<file path="src/port_c_mux_pkg.sv">
// Constants and types for the two-pin port C function multiplexer.
// Assumes one clock domain (mclk) and an active-low asynchronous reset.
// Function
// Under reset both port pins are input only with pull-ups off.
// Port is two bits; each pin follows its own output-type setting.
// With clock output enabled, pin 0 drives the CPU clock divided by two.
// Divided clock only for RC, watchdog or external clock, never crystal timer.
// Crystal option selected: pin 0 carries the oscillator amplifier output.
// External or crystal clock selected: pin 1 feeds the oscillator input.
// Pin 1 is general I/O only on RC or watchdog clock without crystal timer.
// Software touches only defined special registers, for their purpose.
// Reserved bits are written zero; reads of them return any value.
// Fixed-zero bits read as zero and are written zero.
// Fixed-one bits read as one and are written one.
// Clock output enable is cleared by reset.
package port_c_mux_pkg;

  localparam int PIN_COUNT = 2;
  localparam int PIN0 = 0;
  localparam int PIN1 = 1;
  localparam int DIV_RATIO = 2;
  localparam int SYNC_STAGES = 2;

  // Per-pin output type
  localparam logic [1:0] MODE_QUASI = 2'h0;
  localparam logic [1:0] MODE_PUSH_PULL = 2'h1;
  localparam logic [1:0] MODE_INPUT_ONLY = 2'h2;
  localparam logic [1:0] MODE_OPEN_DRAIN = 2'h3;
  localparam logic [1:0] MODE_RESET = MODE_INPUT_ONLY;

  // CPU clock source
  typedef enum logic [1:0] {
    CLK_SRC_RC = 2'h0,
    CLK_SRC_WDT = 2'h1,
    CLK_SRC_EXT = 2'h2,
    CLK_SRC_XTAL = 2'h3
  } clk_src_t;

  // Pin function, one-hot
  typedef enum logic [2:0] {
    FN_GPIO = 3'h1,
    FN_DIVIDED_CLOCK_OUTPUT = 3'h2,
    FN_OSC = 3'h4
  } pin_fn_t;

  // Status image layout
  localparam int STATUS_WIDTH = 8;
  localparam int ST_PIN0_OSC = 0;
  localparam int ST_PIN0_DIVIDED_CLOCK_OUTPUT = 1;
  localparam int ST_PIN1_OSC = 2;
  localparam int ST_DIVIDED_CLOCK_OUTPUT_EN = 3;
  localparam int ST_RSVD_LO = 4;
  localparam int ST_RSVD_HI = 5;
  localparam int ST_FIXED_ZERO = 6;
  localparam int ST_FIXED_ONE = 7;
  localparam logic [STATUS_WIDTH-1:0] STATUS_RESET = 8'h80;
  localparam logic FIXED_ZERO_VAL = 1'h0;
  localparam logic FIXED_ONE_VAL = 1'h1;
  localparam logic [1:0] RSVD_READ_VAL = 2'h0;

endpackage : port_c_mux_pkg
</file>
<file path="src/clk_div2.sv">
// Divide-by-two toggle for the CPU clock output function.
// Assumes mclk is the CPU clock; held low while not enabled.
`timescale 1ns/1ps
`default_nettype none
module clk_div2 (
  input wire logic mclk,
  input wire logic resetn,
  input wire logic enable,
  output logic div_out
);

  logic div_nxt;

  assign div_nxt = enable ? ~div_out : 1'b0;

  always_ff @(posedge mclk or negedge resetn) begin
    if (!resetn) begin
      div_out <= 1'b0;
    end else begin
      div_out <= div_nxt;
    end
  end

endmodule : clk_div2
`default_nettype wire

</file>
<file path="src/pin_sync.sv">
// Two-flop synchroniser for the port C pad inputs.
// Assumes inputs arrive asynchronously to mclk.
`timescale 1ns/1ps
`default_nettype none
module pin_sync #(
  parameter int WIDTH = 2
) (
  input wire logic mclk,
  input wire logic resetn,
  input wire logic [WIDTH-1:0] async_in,
  output logic [WIDTH-1:0] sync_out
);

  logic [WIDTH-1:0] meta_r;

  always_ff @(posedge mclk or negedge resetn) begin
    if (!resetn) begin
      meta_r <= '0;
      sync_out <= '0;
    end else begin
      meta_r <= async_in;
      sync_out <= meta_r;
    end
  end

endmodule : pin_sync
`default_nettype wire

</file>
<file path="src/port_c_clock_mux.sv">
// Function multiplexer for the two-pin port C: general I/O, oscillator
// pins and divided clock output.
// Assumes clock source and oscillator options come static from the flash
// configuration logic on mclk; pad inputs are asynchronous.
`timescale 1ns/1ps
`default_nettype none
module port_c_clock_mux (
  input wire logic mclk,
  input wire logic resetn,
  input wire port_c_mux_pkg::clk_src_t cpu_clk_src,
  input wire logic xtal_osc_sel,
  input wire logic timer_from_xtal,
  input wire logic clock_output_enable,
  input wire logic [1:0] pin0_mode,
  input wire logic [1:0] pin1_mode,
  input wire logic pin0_data,
  input wire logic pin1_data,
  input wire logic port_c_bit0_in,
  input wire logic port_c_bit1_in,
  output logic port_c_bit0_out,
  output logic port_c_bit0_oe,
  output logic port_c_bit0_pullup,
  output logic port_c_bit1_out,
  output logic port_c_bit1_oe,
  output logic port_c_bit1_pullup,
  output logic osc_amp_output,
  output logic osc_amp_input,
  output logic osc_input_level,
  output logic divided_clock_output,
  output logic [1:0] pin_value,
  output logic [port_c_mux_pkg::STATUS_WIDTH-1:0] mux_status
);
  import port_c_mux_pkg::*;

  // Pad drive decode for one pin
  function automatic logic [2:0] pad_drive(
    input logic [1:0] mode,
    input logic data
  );
    logic [2:0] d;
    d = 3'h0;
    case (mode)
      MODE_QUASI: begin
        d = {1'b0, ~data, 1'b1};
      end
      MODE_PUSH_PULL: begin
        d = {data, 1'b1, 1'b0};
      end
      MODE_OPEN_DRAIN: begin
        d = {1'b0, ~data, 1'b0};
      end
      default: begin
        d = 3'h0;
      end
    endcase
    return d;
  endfunction : pad_drive

  // Configuration captured on mclk
  logic [1:0] mode_r [PIN_COUNT];
  logic [1:0] mode_nxt [PIN_COUNT];
  logic divided_clock_output_en_r;
  logic divided_clock_output_en_nxt;
  pin_fn_t fn0_r;
  pin_fn_t fn0_nxt;
  pin_fn_t fn1_r;
  pin_fn_t fn1_nxt;

  // Source qualification
  wire src_is_xtal = (cpu_clk_src == CLK_SRC_XTAL);
  wire src_is_ext = (cpu_clk_src == CLK_SRC_EXT);
  wire src_is_internal = (cpu_clk_src == CLK_SRC_RC) ||
                         (cpu_clk_src == CLK_SRC_WDT);
  wire crystal_active = xtal_osc_sel || src_is_xtal || timer_from_xtal;
  wire divided_clock_output_allowed = (src_is_internal || src_is_ext) &&
                        !timer_from_xtal && !crystal_active;
  wire pin1_osc_needed = src_is_ext || crystal_active;
  wire pin1_gpio_ok = src_is_internal && !timer_from_xtal &&
                      !crystal_active;

  assign divided_clock_output_en_nxt = clock_output_enable;

  // Pin 0 function select
  always_comb begin
    if (crystal_active) begin
      fn0_nxt = FN_OSC;
    end else if (divided_clock_output_en_r && divided_clock_output_allowed) begin
      fn0_nxt = FN_DIVIDED_CLOCK_OUTPUT;
    end else begin
      fn0_nxt = FN_GPIO;
    end
  end

  // Pin 1 function select
  always_comb begin
    if (pin1_osc_needed) begin
      fn1_nxt = FN_OSC;
    end else if (pin1_gpio_ok) begin
      fn1_nxt = FN_GPIO;
    end else begin
      fn1_nxt = FN_OSC;
    end
  end

  assign mode_nxt[PIN0] = pin0_mode;
  assign mode_nxt[PIN1] = pin1_mode;

  // Reset puts both pins input only, pull-ups off
  genvar gi;
  generate
    for (gi = 0; gi < PIN_COUNT; gi++) begin : g_mode
      always_ff @(posedge mclk or negedge resetn) begin
        if (!resetn) begin
          mode_r[gi] <= MODE_RESET;
        end else begin
          mode_r[gi] <= mode_nxt[gi];
        end
      end
    end
  endgenerate

  always_ff @(posedge mclk or negedge resetn) begin
    if (!resetn) begin
      divided_clock_output_en_r <= 1'b0;
      fn0_r <= FN_GPIO;
      fn1_r <= FN_GPIO;
    end else begin
      divided_clock_output_en_r <= divided_clock_output_en_nxt;
      fn0_r <= fn0_nxt;
      fn1_r <= fn1_nxt;
    end
  end

  // Divided CPU clock
  logic div_clk;
  wire div_run = (fn0_r == FN_DIVIDED_CLOCK_OUTPUT);

  clk_div2 u_div (
    .mclk(mclk),
    .resetn(resetn),
    .enable(div_run),
    .div_out(div_clk)
  );

  // Pad input synchroniser
  logic [1:0] pad_sync;

  pin_sync #(
    .WIDTH(PIN_COUNT)
  ) u_sync (
    .mclk(mclk),
    .resetn(resetn),
    .async_in({port_c_bit1_in, port_c_bit0_in}),
    .sync_out(pad_sync)
  );

  // Per-pin general drive {out, oe, pullup}
  wire [2:0] gp0 = pad_drive(mode_r[PIN0], pin0_data);
  wire [2:0] gp1 = pad_drive(mode_r[PIN1], pin1_data);

  // Pin 0 pad selection
  logic [2:0] pad0_nxt;
  always_comb begin
    case (fn0_r)
      FN_GPIO: begin
        pad0_nxt = gp0;
      end
      FN_DIVIDED_CLOCK_OUTPUT: begin
        pad0_nxt = {div_clk, 1'b1, 1'b0};
      end
      FN_OSC: begin
        pad0_nxt = 3'h0;
      end
      default: begin
        pad0_nxt = 3'h0;
      end
    endcase
  end

  // Pin 1 pad selection
  logic [2:0] pad1_nxt;
  always_comb begin
    case (fn1_r)
      FN_GPIO: begin
        pad1_nxt = gp1;
      end
      FN_OSC: begin
        pad1_nxt = 3'h0;
      end
      default: begin
        pad1_nxt = 3'h0;
      end
    endcase
  end

  wire amp_out_nxt = (fn0_r == FN_OSC);
  wire amp_in_nxt = (fn1_r == FN_OSC);
  wire osc_lvl_nxt = amp_in_nxt & pad_sync[PIN1];
  wire divout_nxt = div_run & div_clk;

  // Status image with reserved and fixed bits
  logic [STATUS_WIDTH-1:0] status_nxt;
  always_comb begin
    status_nxt = STATUS_RESET;
    status_nxt[ST_PIN0_OSC] = amp_out_nxt;
    status_nxt[ST_PIN0_DIVIDED_CLOCK_OUTPUT] = div_run;
    status_nxt[ST_PIN1_OSC] = amp_in_nxt;
    status_nxt[ST_DIVIDED_CLOCK_OUTPUT_EN] = divided_clock_output_en_r;
    status_nxt[ST_RSVD_HI:ST_RSVD_LO] = RSVD_READ_VAL;
    status_nxt[ST_FIXED_ZERO] = FIXED_ZERO_VAL;
    status_nxt[ST_FIXED_ONE] = FIXED_ONE_VAL;
  end

  always_ff @(posedge mclk or negedge resetn) begin
    if (!resetn) begin
      port_c_bit0_out <= 1'b0;
      port_c_bit0_oe <= 1'b0;
      port_c_bit0_pullup <= 1'b0;
      port_c_bit1_out <= 1'b0;
      port_c_bit1_oe <= 1'b0;
      port_c_bit1_pullup <= 1'b0;
    end else begin
      {port_c_bit0_out, port_c_bit0_oe, port_c_bit0_pullup} <= pad0_nxt;
      {port_c_bit1_out, port_c_bit1_oe, port_c_bit1_pullup} <= pad1_nxt;
    end
  end

  always_ff @(posedge mclk or negedge resetn) begin
    if (!resetn) begin
      osc_amp_output <= 1'b0;
      osc_amp_input <= 1'b0;
      osc_input_level <= 1'b0;
      divided_clock_output <= 1'b0;
      pin_value <= 2'h0;
      mux_status <= STATUS_RESET;
    end else begin
      osc_amp_output <= amp_out_nxt;
      osc_amp_input <= amp_in_nxt;
      osc_input_level <= osc_lvl_nxt;
      divided_clock_output <= divout_nxt;
      pin_value <= pad_sync;
      mux_status <= status_nxt;
    end
  end

endmodule : port_c_clock_mux
`default_nettype wire

</file>
<file path="config.mk">
export PLATFORM = sky130hd
export DESIGN_NAME = port_c_clock_mux
export DESIGN_NICKNAME = d
export VERILOG_FILES = /design/src/port_c_mux_pkg.sv /design/src/clk_div2.sv /design/src/pin_sync.sv /design/src/port_c_clock_mux.sv
export SDC_FILE = /design/constraint.sdc
export NUM_CORES = 1
export LEC_CHECK = 0
export BUFFER_PORTS_ARGS = -buffer_cell sky130_fd_sc_hd__buf_4
export CORE_MARGIN = 1
export CORE_UTILIZATION = 42
export DETAILED_ROUTE_END_ITERATION = 7
export PLACE_DENSITY = 0.71
export SLEW_MARGIN = 5
export SYNTH_ARGS = -nofsm -noshare
export SYNTH_HDL_FRONTEND = slang
export SYNTH_HIERARCHICAL = 1
export SYNTH_SLANG_ARGS = --single-unit
</file>
<file path="constraint.sdc">
create_clock -name mclk -period 1.14 [get_ports mclk]
set_clock_uncertainty 0.05 [all_clocks]
set_input_delay 0.114 -clock mclk [delete_from_list [all_inputs] [get_ports mclk]]
set_output_delay 0.114 -clock mclk [all_outputs]
set_load 0.02 [all_outputs]
</file>
==> metrics.md, run 1 <==
| Metric | Value |
|---|---|
| Pin count of the biggest net entering global routing | `30` |
| Reg-to-Reg Start | `fn0_r[0]` |
| Shortest clock period the worst path allows after layout | `1.11 ns` |
| Clock tree root driver cell | `clkbuf_4` |
| CP Data Arrival Time | `1.26 ns` |
| Via density per instance | `4.21` |
| Status | `finished clean` |
| Top post-synthesis cells by area | `dfrtp_1 (64%), dfstp_2 (11%), buf_4 (4.6%), inv_1 (1.9%), nand3b_1 (1.5%)` |
| # rows | `17` |
| CTS clock-pin slew for the worst setup and hold paths | `roughly 0.080 ns` |
| Crit. Startpoint | `fn0_r[0]` |
| Portion of total power attributed to sequential cells | `59.7%` |
| Crit Path Class | `reg -> reg` |
| Cell chain of the critical path | `nor3b_2 > and2_4 > o21bai_2` |
| Later-pin clock latency in the skew report | `0.31 ns` |
| Worst Hold Launch | `cpu_clk_src[0]` |
| P_int | `1.41 mW` |
| Pwr per Cell Area | `1320 nW/um^2` |
| Total congestion overflow | `0` |
| Via count | `594` |
| CP startpoint kind | `flop` |
| Die footprint | `~2500 sq um` |
| Combinational share of power | `10.6%` |
| Starting Density | `44.5%` |
| Area leader, netlist | `dfrtp_1` |
| Number of nets in the layout | `127` |
| Area of the mapped netlist | `976 sq um` |
| Part of the Yosys area used for sequential elements | `74.9%` |
| Layout cells sized above 1 | `42.5%` |
| Number of nets with antenna violations after routing | `0` |
| Vert. Die Dim | `approximately 50 um` |
| Class of the most critical hold timing path | `in -> reg` |
| DRC violation count after routing | `0` |
| Total net switching power | `0.421 mW` |
| Final hold violations | `0` |
| Number of CTS-inserted buffers | `5` |
| Placer Congestion | `~0.76` |
| Post-layout power | `1.83 mW` |
| Via count of the first global-routing pass | `roughly 550` |
| Setup-failing EPs final | `0` |
| Area Growth Syn to Fin | `41.5%` |
| First-pass GRT wire length | `2.30 mm` |
| Number of iterations in the first detailed-routing pass | `4` |
| Number of synthesized register bits | `29` |
| Min Hold Slack | `0.0235 ns` |
| Fmax | `897 MHz` |
| Core box area | `2190 sq um` |
| Number of enable-type register cells in the synthesized netlist | `0` |
| CP endpoint kind | `flop` |
| Setup repair after global routing missed its margin | `yes` |
| Leakage | `0.676 nW` |
| Final Util | `63.0%` |
| HPWL after detailed placement | `a little under 1 mm` |
| Diode insertion count for antenna repair | `0` |
| Width of the die | `50.2 um` |
| Max-capacitance violation count | `0` |
| Sw frac | `23.1%` |
| Async S/R FF share, synth | `100%` |
| Average instance area after synthesis | `14.8 sq um` |
| Slowest CP cell | `dfstp_2` |
| Combined global-route utilization of all metal layers | `13.7%` |
| CTS sink count | `29` |
| Number of buffers inserted by port buffering | `30` |
| Critical Path Max Stage Delay | `0.56 ns` |
| Portion of total power attributed to the clock network | `between 20% and 30%` |
| Maximum ir drop on the vdd rail | `0.794 mV` |
| TritonCTS clock tree | `built` |
| Number of pins with negative max-slew slack in the final report | `0` |
| H-tree depth | `2` |
| Count of pins on the block boundary | `35` |
| Maximum count of clock buffers along a single path | `2` |
| Initial antenna violation count | `0` |
| Final routed wirelength across all metal layers | `1.43 mm` |
| Area used by multi-input combinational logic | `195 sq um` |
| Critical Path Fanout Max | `3` |
| Post-synth top area share | `64.1%` |
| Routed length per instance | `10.1 um` |
| FF+latch area | `731 sq um` |
| Data required time of the worst path | `roughly 1.3 ns` |
| Post-synthesis cell count | `66` |
| Dominant synthesized flop cell | `dfrtp_1` |
| Filler Cell Count | `174` |
| Final cycle utilization of the critical path | `97.8%` |
| TNS Setup | `0 ns` |
| Warnings, synthesis | `6` |
| Violation count after the first detailed-routing iteration | `6` |
| Post-synthesis cell type count | `24` |
## worst max-delay path: cells and delay by family, from the launching register on
kind / cells / cell delay, ns
DFF: 1 / 0.56
and+or+nand+nor: 2 / 0.22
AOI/OAI and AO/OA: 1 / 0.17
## cells in the final DEF (no fill, tap or decap), types with 2 or more instances in the layout
cell type	n
buf_4	32
dfrtp_1	25
dlygate4sd3_1	11
inv_1	5
clkbuf_4	5
nor2_1	4
conb_1	4
dfstp_2	4
nor3_1	2
nand3b_1	2
clkinv_2	2
## registers in the layout, indices dropped and copies added (netlist names)
register and count:
port_c_bit0_pullup 1, osc_input_level 1, u_sync/meta_r 2, mux_status 4
fn1_r 2, port_c_bit1_out 1, u_sync/sync_out 2, pin_value 2
port_c_bit0_out 1, u_div/div_out 1, fn0_r 3, port_c_bit0_oe 1
port_c_bit1_pullup 1, port_c_bit1_oe 1, divided_clock_output_en_r 1, mode_r 4
divided_clock_output 1
## cell type report
class | instances | area share, %
inverters | 5 | 1.36
flip-flops and latches | 29 | 52.9
repair buffers | 43 | 25.4
clock inverters | 2 | 0.725
clock buffers | 6 | 2.99
multi-input cells | 28 | 14.1
well taps | 28 | 2.54
## per-layer routing
metal / share of wire [%] / vias to the layer above / global-route usage, %
li1: - / 294 / -
met1: 38 / 276 / 14.3
met2: 56 / 24 / 21.6
met3: 5.8 / 0 / 4.55
met4: 0 / 0 / 12.9
met5: 0 / - / 0
## cells by family after synthesis
group	Yosys count	share of synthesized area [%]
xor+xnor	1	0.898
other cells	2	0.770
buf+inv	11	6.54
fa+ha+maj	1	1.03
simple gates	17	11.9
compound gates	5	3.97
flops	29	74.9
## power by group through the flow
| stage | logic (mW) | registers (mW) | clock network [mW] |
|---|---|---|---|
| 2_1_floorplan | 0.0642 | 1.13 | 0 |
| 3_3_place_gp | 0.161 | 1.11 | 0 |
| 3_5_place_dp | 0.165 | 1.11 | 0 |
| 4_1_cts | 0.195 | 1.09 | 0.568 |
| 5_1_grt | 0.210 | 1.10 | 0.627 |
| 6_report | 0.194 | 1.09 | 0.543 |
## cell usage after synthesis, types with 2 or more instances
cell type  count
dfrtp_1       25
buf_4          6
inv_1          5
dfstp_2        4
nor2_1         4
conb_1         2
nand3b_1       2
nor3_1         2
## repair_timing
item,in CTS,in global routing
hold endpoints to repair,39,0
setup buffers,0,0
endpoints found under the setup margin,0,3
gates resized for setup,0,1
hold buffers,11,0
## per-stage QoR
| stage | setup slack, ns | std cells | cell area [sq um] |
|---|---|---|---|
| 6_report | 0.0253 | 141 | 1380 |
| 2_1_floorplan | 0.0455 | 68 | 983 |
| 5_1_grt | -0.0113 | 141 | 1380 |
| 3_3_place_gp | 0.0511 | 122 | 1210 |
| 4_1_cts | 0.0126 | 141 | 1380 |
| 3_5_place_dp | 0.0351 | 122 | 1210 |
## path summary, 6_finish.rpt
check | end | slack, ns | cells after the start
max | port_c_bit0_out | 0.03 | 3
min in group asynchronous | mode_r[2] | 0.19 | 2
min reg2reg | u_sync/sync_out[0] | 0.30 | 0
max in group asynchronous | mode_r[1] | 0.54 | 2
max reg2reg | port_c_bit0_out | 0.03 | 3
min | fn0_r[2] | 0.02 | 2
(Power assumes the default switching activity.)
==> run 2: changes to the inputs <==
Settings changed: CORE_ASPECT_RATIO set to 0.9, CORE_UTILIZATION 42 to 45, CTS_BUF_LIST set to sky130_fd_sc_hd__clkbuf_8, CTS_CLUSTER_DIAMETER set to 50, PLACE_DENSITY 0.71 to 0.75.
==> run 2 against run 1 <==
Net effect: clock-buffer cell count shrank 1; wire length grew 11%; sequential power is essentially flat; non-clock buffer count shrank 2; sequential cell count is the same; final area grew 0.72%; first-iteration DRC count grew 33%; die area shrank 6.4%; clock power grew 39%; core utilization grew 7.6 points; critical path depth is the same; final cell count shrank 3.5%; critical path type unchanged; critical endpoint unchanged; largest cell class unchanged.
==> metrics.md, run 2 (synthesized netlist as in run 1, its figures left out) <==
| Metric | Value |
|---|---|
| CP startpoint kind | `flop` |
| Routed length per instance | `11.7 um (+15%)` |
| Vert. Die Dim | `46.2 um (-8.0%)` |
| Shortest clock period the worst path allows after layout | `1.11 ns (-0.00723 ns)` |
| Pin count of the biggest net entering global routing | `30 (unchanged)` |
| Critical Path Max Stage Delay | `0.56 ns (about the same)` |
| Number of pins with negative max-slew slack in the final report | `0 (unchanged)` |
| CP Data Arrival Time | `1.22 ns (-0.04 ns)` |
| Via count | `595 (+0.17%)` |
| Pwr per Cell Area | `1460 nW/um^2 (+11%)` |
| Setup-failing EPs final | `0 (unchanged)` |
| Largest registers | `mode_r: 4 flops, mux_status: 4 flops, fn0_r: 3 flops` |
| DRC violation count after routing | `0 (unchanged)` |
| Final routed wirelength across all metal layers | `1.59 mm (+11%)` |
| CP endpoint kind | `flop` |
| CTS clock-pin slew for the worst setup and hold paths | `0.06 ns (-0.02 ns)` |
| Combined global-route utilization of all metal layers | `16.8% (+3.1 points)` |
| Fin area | `1390 sq um (+0.72%)` |
| Core box area | `1970 sq um (-10%)` |
| Max-capacitance violation count | `0 (unchanged)` |
| TNS Setup | `0 ns (unchanged)` |
| Leakage | `0.687 nW (+1.6%)` |
| Critical Path Fanout Max | `3 (unchanged)` |
| TritonCTS clock tree | `built` |
| Layout cells sized above 1 | `45.0% (+2.6 points)` |
| Total congestion overflow | `0 (unchanged)` |
| Most common library cell in the layout ignoring fill and taps | `buf_4` |
| HPWL after detailed placement | `984 um (+0.82%)` |
| # rows | `15 (-2)` |
| Maximum count of clock buffers along a single path | `2 (unchanged)` |
| Number of nets in the layout | `125 (-1.6%)` |
| Number of CTS-inserted buffers | `5 (unchanged)` |
| Starting Density | `49.5% (+5.0 points)` |
| Final cycle utilization of the critical path | `97.2% (-0.63 points)` |
| Die footprint | `2360 sq um (-6.4%)` |
| Width of the die | `51.1 um (+1.8%)` |
| Placer Congestion | `0.657 (-14%)` |
| Via density per instance | `4.38 (+3.9%)` |
| Leading cell types in the layout, fill and taps excluded | `buf_4 (33), dfrtp_1 (25), dlygate4sd3_1 (8)` |
| Crit Path Class | `reg -> reg` |
| Fmax | `903 MHz (+0.65%)` |
| Cell chain of the critical path | `nor3b_2 > and2_4 > o21bai_2` |
| Maximum ir drop on the vdd rail | `0.936 mV (+18%)` |
| Final Util | `70.6% (+7.6 points)` |
| Clock tree root driver cell | `clkbuf_8` |
| First-pass GRT wire length | `2.55 mm (+11%)` |
| Area Growth Syn to Fin | `42.6%` |
| CTS sink count | `29 (unchanged)` |
| H-tree depth | `2 (unchanged)` |
| Count of pins on the block boundary | `35 (unchanged)` |
| Number of iterations in the first detailed-routing pass | `4 (unchanged)` |
| Kind of cell with the highest combined delay on the critical path | `flip-flops` |
| Class of the most critical hold timing path | `in -> reg` |
| Final hold violations | `0 (unchanged)` |
| Diode insertion count for antenna repair | `0 (unchanged)` |
| Area post-placement | `1210 sq um (-0.31%)` |
| Violation count after the first detailed-routing iteration | `8 (+2)` |
| Data required time of the worst path | `1.25 ns (-0.04 ns)` |
| Via count of the first global-routing pass | `574 (+3.6%)` |
| Number of buffers inserted by port buffering | `30 (unchanged)` |
| Setup repair after global routing missed its margin | `no` |
| Slowest CP cell | `dfstp_2` |
| Initial antenna violation count | `0 (unchanged)` |
| Status | `finished clean` |
| Later-pin clock latency in the skew report | `0.27 ns (-0.04 ns)` |
| Number of nets with antenna violations after routing | `0 (unchanged)` |
| Buf+Inv Stages, Crit Path | `0 (unchanged)` |
[run 2: cell count changes in the layout (fill, tap and decap cells not counted), sizes merged]
| cell | change |
|---|---|
| dlygate4sd3 | -3 |
| buf | +1 |
| clkbuf | -1 |
| inv | +1 |
[run 2: per-layer routing]
metal | part of all wire (%) | vias up | GRT usage [%]
met1 | 38 | 277 | 18.0
met2 | 52 | 25 | 26.6
met3 | 7.0 | 5 | 7.26
met4 | 3.0 | 0 | 13.3
met5 | 0 | - | 0
li1 | - | 288 | -
[run 2: path summary, 6_finish.rpt]
path	start	endpoint	slack, ns	depth (start not counted)
max in group asynchronous	resetn	fn1_r[0]	0.50	2
min in group asynchronous	resetn	port_c_bit0_out	0.24	2
worst min register to register	u_sync/meta_r[1]	u_sync/sync_out[1]	0.30	0
worst max-delay path	fn0_r[0]	port_c_bit0_out	0.03	3
worst min-delay path	xtal_osc_sel	fn1_r[2]	0.02	2
worst max register to register	fn0_r[0]	port_c_bit0_out	0.03	3
[run 2: layout make-up]
class                      instances  area, sq um
timing repair buffer              41          328
clock inverter                     3         13.8
clock buffer                       5         68.8
sequential                        29          731
tap                               25         31.3
inverter                           5         18.8
fill                             148          579
multi-input combinational         28          200
[run 2: what timing repair did]
| action | in CTS | in global routing |
|---|---|---|
| setup endpoints to repair | 0 | 3 |
| endpoints found under the hold margin | 36 | 0 |
| gates resized for setup | 0 | 2 |
| hold buffers | 8 | 0 |
| buffers inserted | 0 | 1 |
[run 2: through the flow]
stage	power (mW)	instances	worst slack, ns	hold WS [ns]
detailed placement	1.28	119	0.0294	-0.00783
floorplan	1.19	68	0.0455	-0.232
finish	2.04	136	0.0325	0.0172
CTS	2.06	135	0.0174	0.00674
global route	2.14	136	0.00460	0.00472
global placement	1.27	119	0.0517	-0.0103
[run 2: power by group]
group / internal, mW / switching (mW) / total [mW] / leakage, nW
clock network: 0.412 / 0.344 / 0.755 / 0.0491
logic: 0.0944 / 0.0932 / 0.188 / 0.287
registers: 1.07 / 0.0209 / 1.09 / 0.350
==> run 3: changes to the inputs <==
==> constraint.sdc (replaced) <==
create_clock -name mclk -period 1.14 [get_ports mclk]
set_clock_uncertainty 0.05 [all_clocks]
set_input_delay 0.228 -clock mclk [delete_from_list [all_inputs] [get_ports mclk]]
set_output_delay 0.228 -clock mclk [all_outputs]
set_load 0.02 [all_outputs]
==> run 3 against run 2 <==
Net effect: register-to-register slack hardly changed; maximum frequency is 0.94% lower; critical path depth stayed put; sequential share of layout area is 1.6 points higher; critical path type unchanged; largest power group unchanged.
==> metrics.md, run 3 (synthesized netlist as in run 1, its figures left out) <==
| Metric | Value |
|---|---|
| Status | `finished clean` |
| Pin count of the biggest net entering global routing | `30 (unchanged)` |
| CP Data Arrival Time | `1.22 ns (about the same)` |
| Layout cells sized above 1 | `46.7% (+1.7 points)` |
| Diode insertion count for antenna repair | `0 (unchanged)` |
| Vert. Die Dim | `46.2 um (unchanged)` |
| Number of CTS-inserted buffers | `5 (unchanged)` |
| Portion of total power attributed to the clock network | `36.9% (-0.2 points)` |
| Violation count after the first detailed-routing iteration | `3 (-5)` |
| P_int | `1.57 mW (-0.58%)` |
| Min Hold Slack | `0.0154 ns (-0.00176 ns)` |
| Slowest CP cell | `dfstp_2` |
| Buf+Inv Stages, Crit Path | `0 (unchanged)` |
| Reg-to-Reg Start | `fn0_r[0]` |
| Combined global-route utilization of all metal layers | `15.5% (-1.3 points)` |
| Cell depth of the worst hold path | `1 (-1)` |
| Number of buffers inserted by port buffering | `30 (unchanged)` |
| Crit Path Class | `reg -> reg` |
| Via density per instance | `4.39 (+0.43%)` |
| Number of iterations in the first detailed-routing pass | `3 (-1)` |
| CP endpoint kind | `flop` |
| H-tree depth | `2 (unchanged)` |
| Number of nets with antenna violations after routing | `0 (unchanged)` |
| Cell chain of the critical path | `nor3b_2 > and2_4 > o21bai_2` |
| Data required time of the worst path | `1.24 ns (about the same)` |
| Area post-placement | `1210 sq um (unchanged)` |
| Setup-failing EPs final | `0 (unchanged)` |
| Placer Congestion | `0.657 (unchanged)` |
| Critical Path Max Stage Delay | `0.55 ns (about the same)` |
| Final Util | `68.6% (-2.0 points)` |
| First-pass GRT wire length | `2.36 mm (-7.6%)` |
| Final standard cell count with taps included and fillers excluded | `132 (-2.9%)` |
| Minimum setup slack among reg-to-reg paths | `0.02 ns (about the same)` |
| Core box area | `1970 sq um (unchanged)` |
| Shortest clock period the worst path allows after layout | `1.12 ns (+0.0105 ns)` |
| Area Growth Syn to Fin | `38.5%` |
| Leading cell types in the layout, fill and taps excluded | `buf_4 (33), dfrtp_1 (25), inv_1 (6)` |
| Combinational share of power | `8.7% (-0.5 points)` |
| Pwr per Cell Area | `1490 nW/um^2 (+1.6%)` |
| Number of pins with negative max-slew slack in the final report | `0 (unchanged)` |
| Routed length per instance | `10.7 um (-8.7%)` |
| Leakage | `0.670 nW (-2.4%)` |
| Final hold violations | `0 (unchanged)` |
| Number of cell instances on the worst register-to-register path | `3 (unchanged)` |
| Post-layout power | `2.01 mW (-1.3%)` |
| # rows | `15 (unchanged)` |
| Most common library cell in the layout ignoring fill and taps | `buf_4` |
| Largest registers | `mode_r: 4 flops, mux_status: 4 flops, fn0_r: 3 flops` |
| Kind of cell with the highest combined delay on the critical path | `flip-flops` |
| Total instance count after detailed placement | `119 (unchanged)` |
| Final routed wirelength across all metal layers | `1.41 mm (-11%)` |
| Maximum ir drop on the vdd rail | `0.949 mV (+1.3%)` |
| Max-capacitance violation count | `0 (unchanged)` |
| Total net switching power | `0.440 mW (-3.9%)` |
| Initial antenna violation count | `0 (unchanged)` |
| Die footprint | `2360 sq um (unchanged)` |
| Critical Path Fanout Max | `3 (unchanged)` |
| HPWL after detailed placement | `984 um (unchanged)` |
| Crit. path cell count | `3 (unchanged)` |
| CTS sink count | `29 (unchanged)` |
| Later-pin clock latency in the skew report | `0.27 ns (about the same)` |
| Final cycle utilization of the critical path | `98.1% (+0.93 points)` |
| TritonCTS clock tree | `built` |
| Number of nets in the layout | `121 (-3.2%)` |
| Worst Hold End | `mode_r[2]` |
| Count of pins on the block boundary | `35 (unchanged)` |
| Portion of total power attributed to sequential cells | `54.4% (+0.7 points)` |
| CTS clock-pin slew for the worst setup and hold paths | `0.06 ns (about the same)` |
| Class of the most critical hold timing path | `in -> reg` |
| DRC violation count after routing | `0 (unchanged)` |
| Clock tree root driver cell | `clkbuf_8` |
| CP startpoint kind | `flop` |
| Via count of the first global-routing pass | `548 (-4.5%)` |
| Via count | `580 (-2.5%)` |
| Width of the die | `51.1 um (unchanged)` |
| Fin area | `1350 sq um (-2.9%)` |
| Worst R2R End | `port_c_bit0_out` |
| Total congestion overflow | `0 (unchanged)` |
| Starting Density | `49.5% (unchanged)` |
| Worst Hold Launch | `pin0_mode[0]` |
| Maximum count of clock buffers along a single path | `2 (unchanged)` |
| Sw frac | `21.9% (-0.59 points)` |
| Fmax | `894 MHz (-0.94%)` |
## run 3: cell count changes in the layout (fill, tap and decap cells not counted)
cell / delta
dlygate4sd3_1: -4
## run 3: layout make-up
cell class,count,area [sq um]
repair buffers,37,288
fillers,152,619
inverters,5,18.8
multi-input cells,28,200
well taps,25,31.3
clock buffers,5,68.8
flip-flops and latches,29,731
clock inverters,3,13.8
## run 3: worst max path at each step
stage / to / slack (ns) / startpoint
floorplan: port_c_bit0_out / 0.05 / fn0_r[0]
global placement: port_c_bit0_out / 0.05 / fn0_r[0]
detailed placement: port_c_bit0_out / 0.03 / fn0_r[0]
CTS: port_c_bit0_out / 0.02 / fn0_r[0]
global route: port_c_bit0_out / -0.005 / fn0_r[0]
finish: port_c_bit0_out / 0.02 / fn0_r[0]
## run 3: layer usage
layer	wire length, um	track usage (%)
met5	0	0
met4	48	13.9
met3	117	7.59
met2	708	22.1
met1	536	17.3
## run 3: per-stage QoR
step	setup WS, ns	TNS [ns]
6_report	0.0219	0
5_1_grt	-0.00512	-0.00512
4_1_cts	0.0174	0
3_5_place_dp	0.0294	0
3_3_place_gp	0.0517	0
2_1_floorplan	0.0455	0
## run 3: power by group through the flow
stage	logic, mW	registers (mW)	clock network, mW
2_1_floorplan	0.0642	1.13	0
3_3_place_gp	0.161	1.11	0
3_5_place_dp	0.165	1.11	0
4_1_cts	0.176	1.09	0.779
5_1_grt	0.193	1.10	0.833
6_report	0.175	1.09	0.741
## run 3: repair_timing
action	4_1_cts	5_1_grt
hold buffers	4	0
gates resized for setup	0	2
endpoints found under the hold margin	28	0
setup buffers	0	1
setup endpoints to repair	0	3
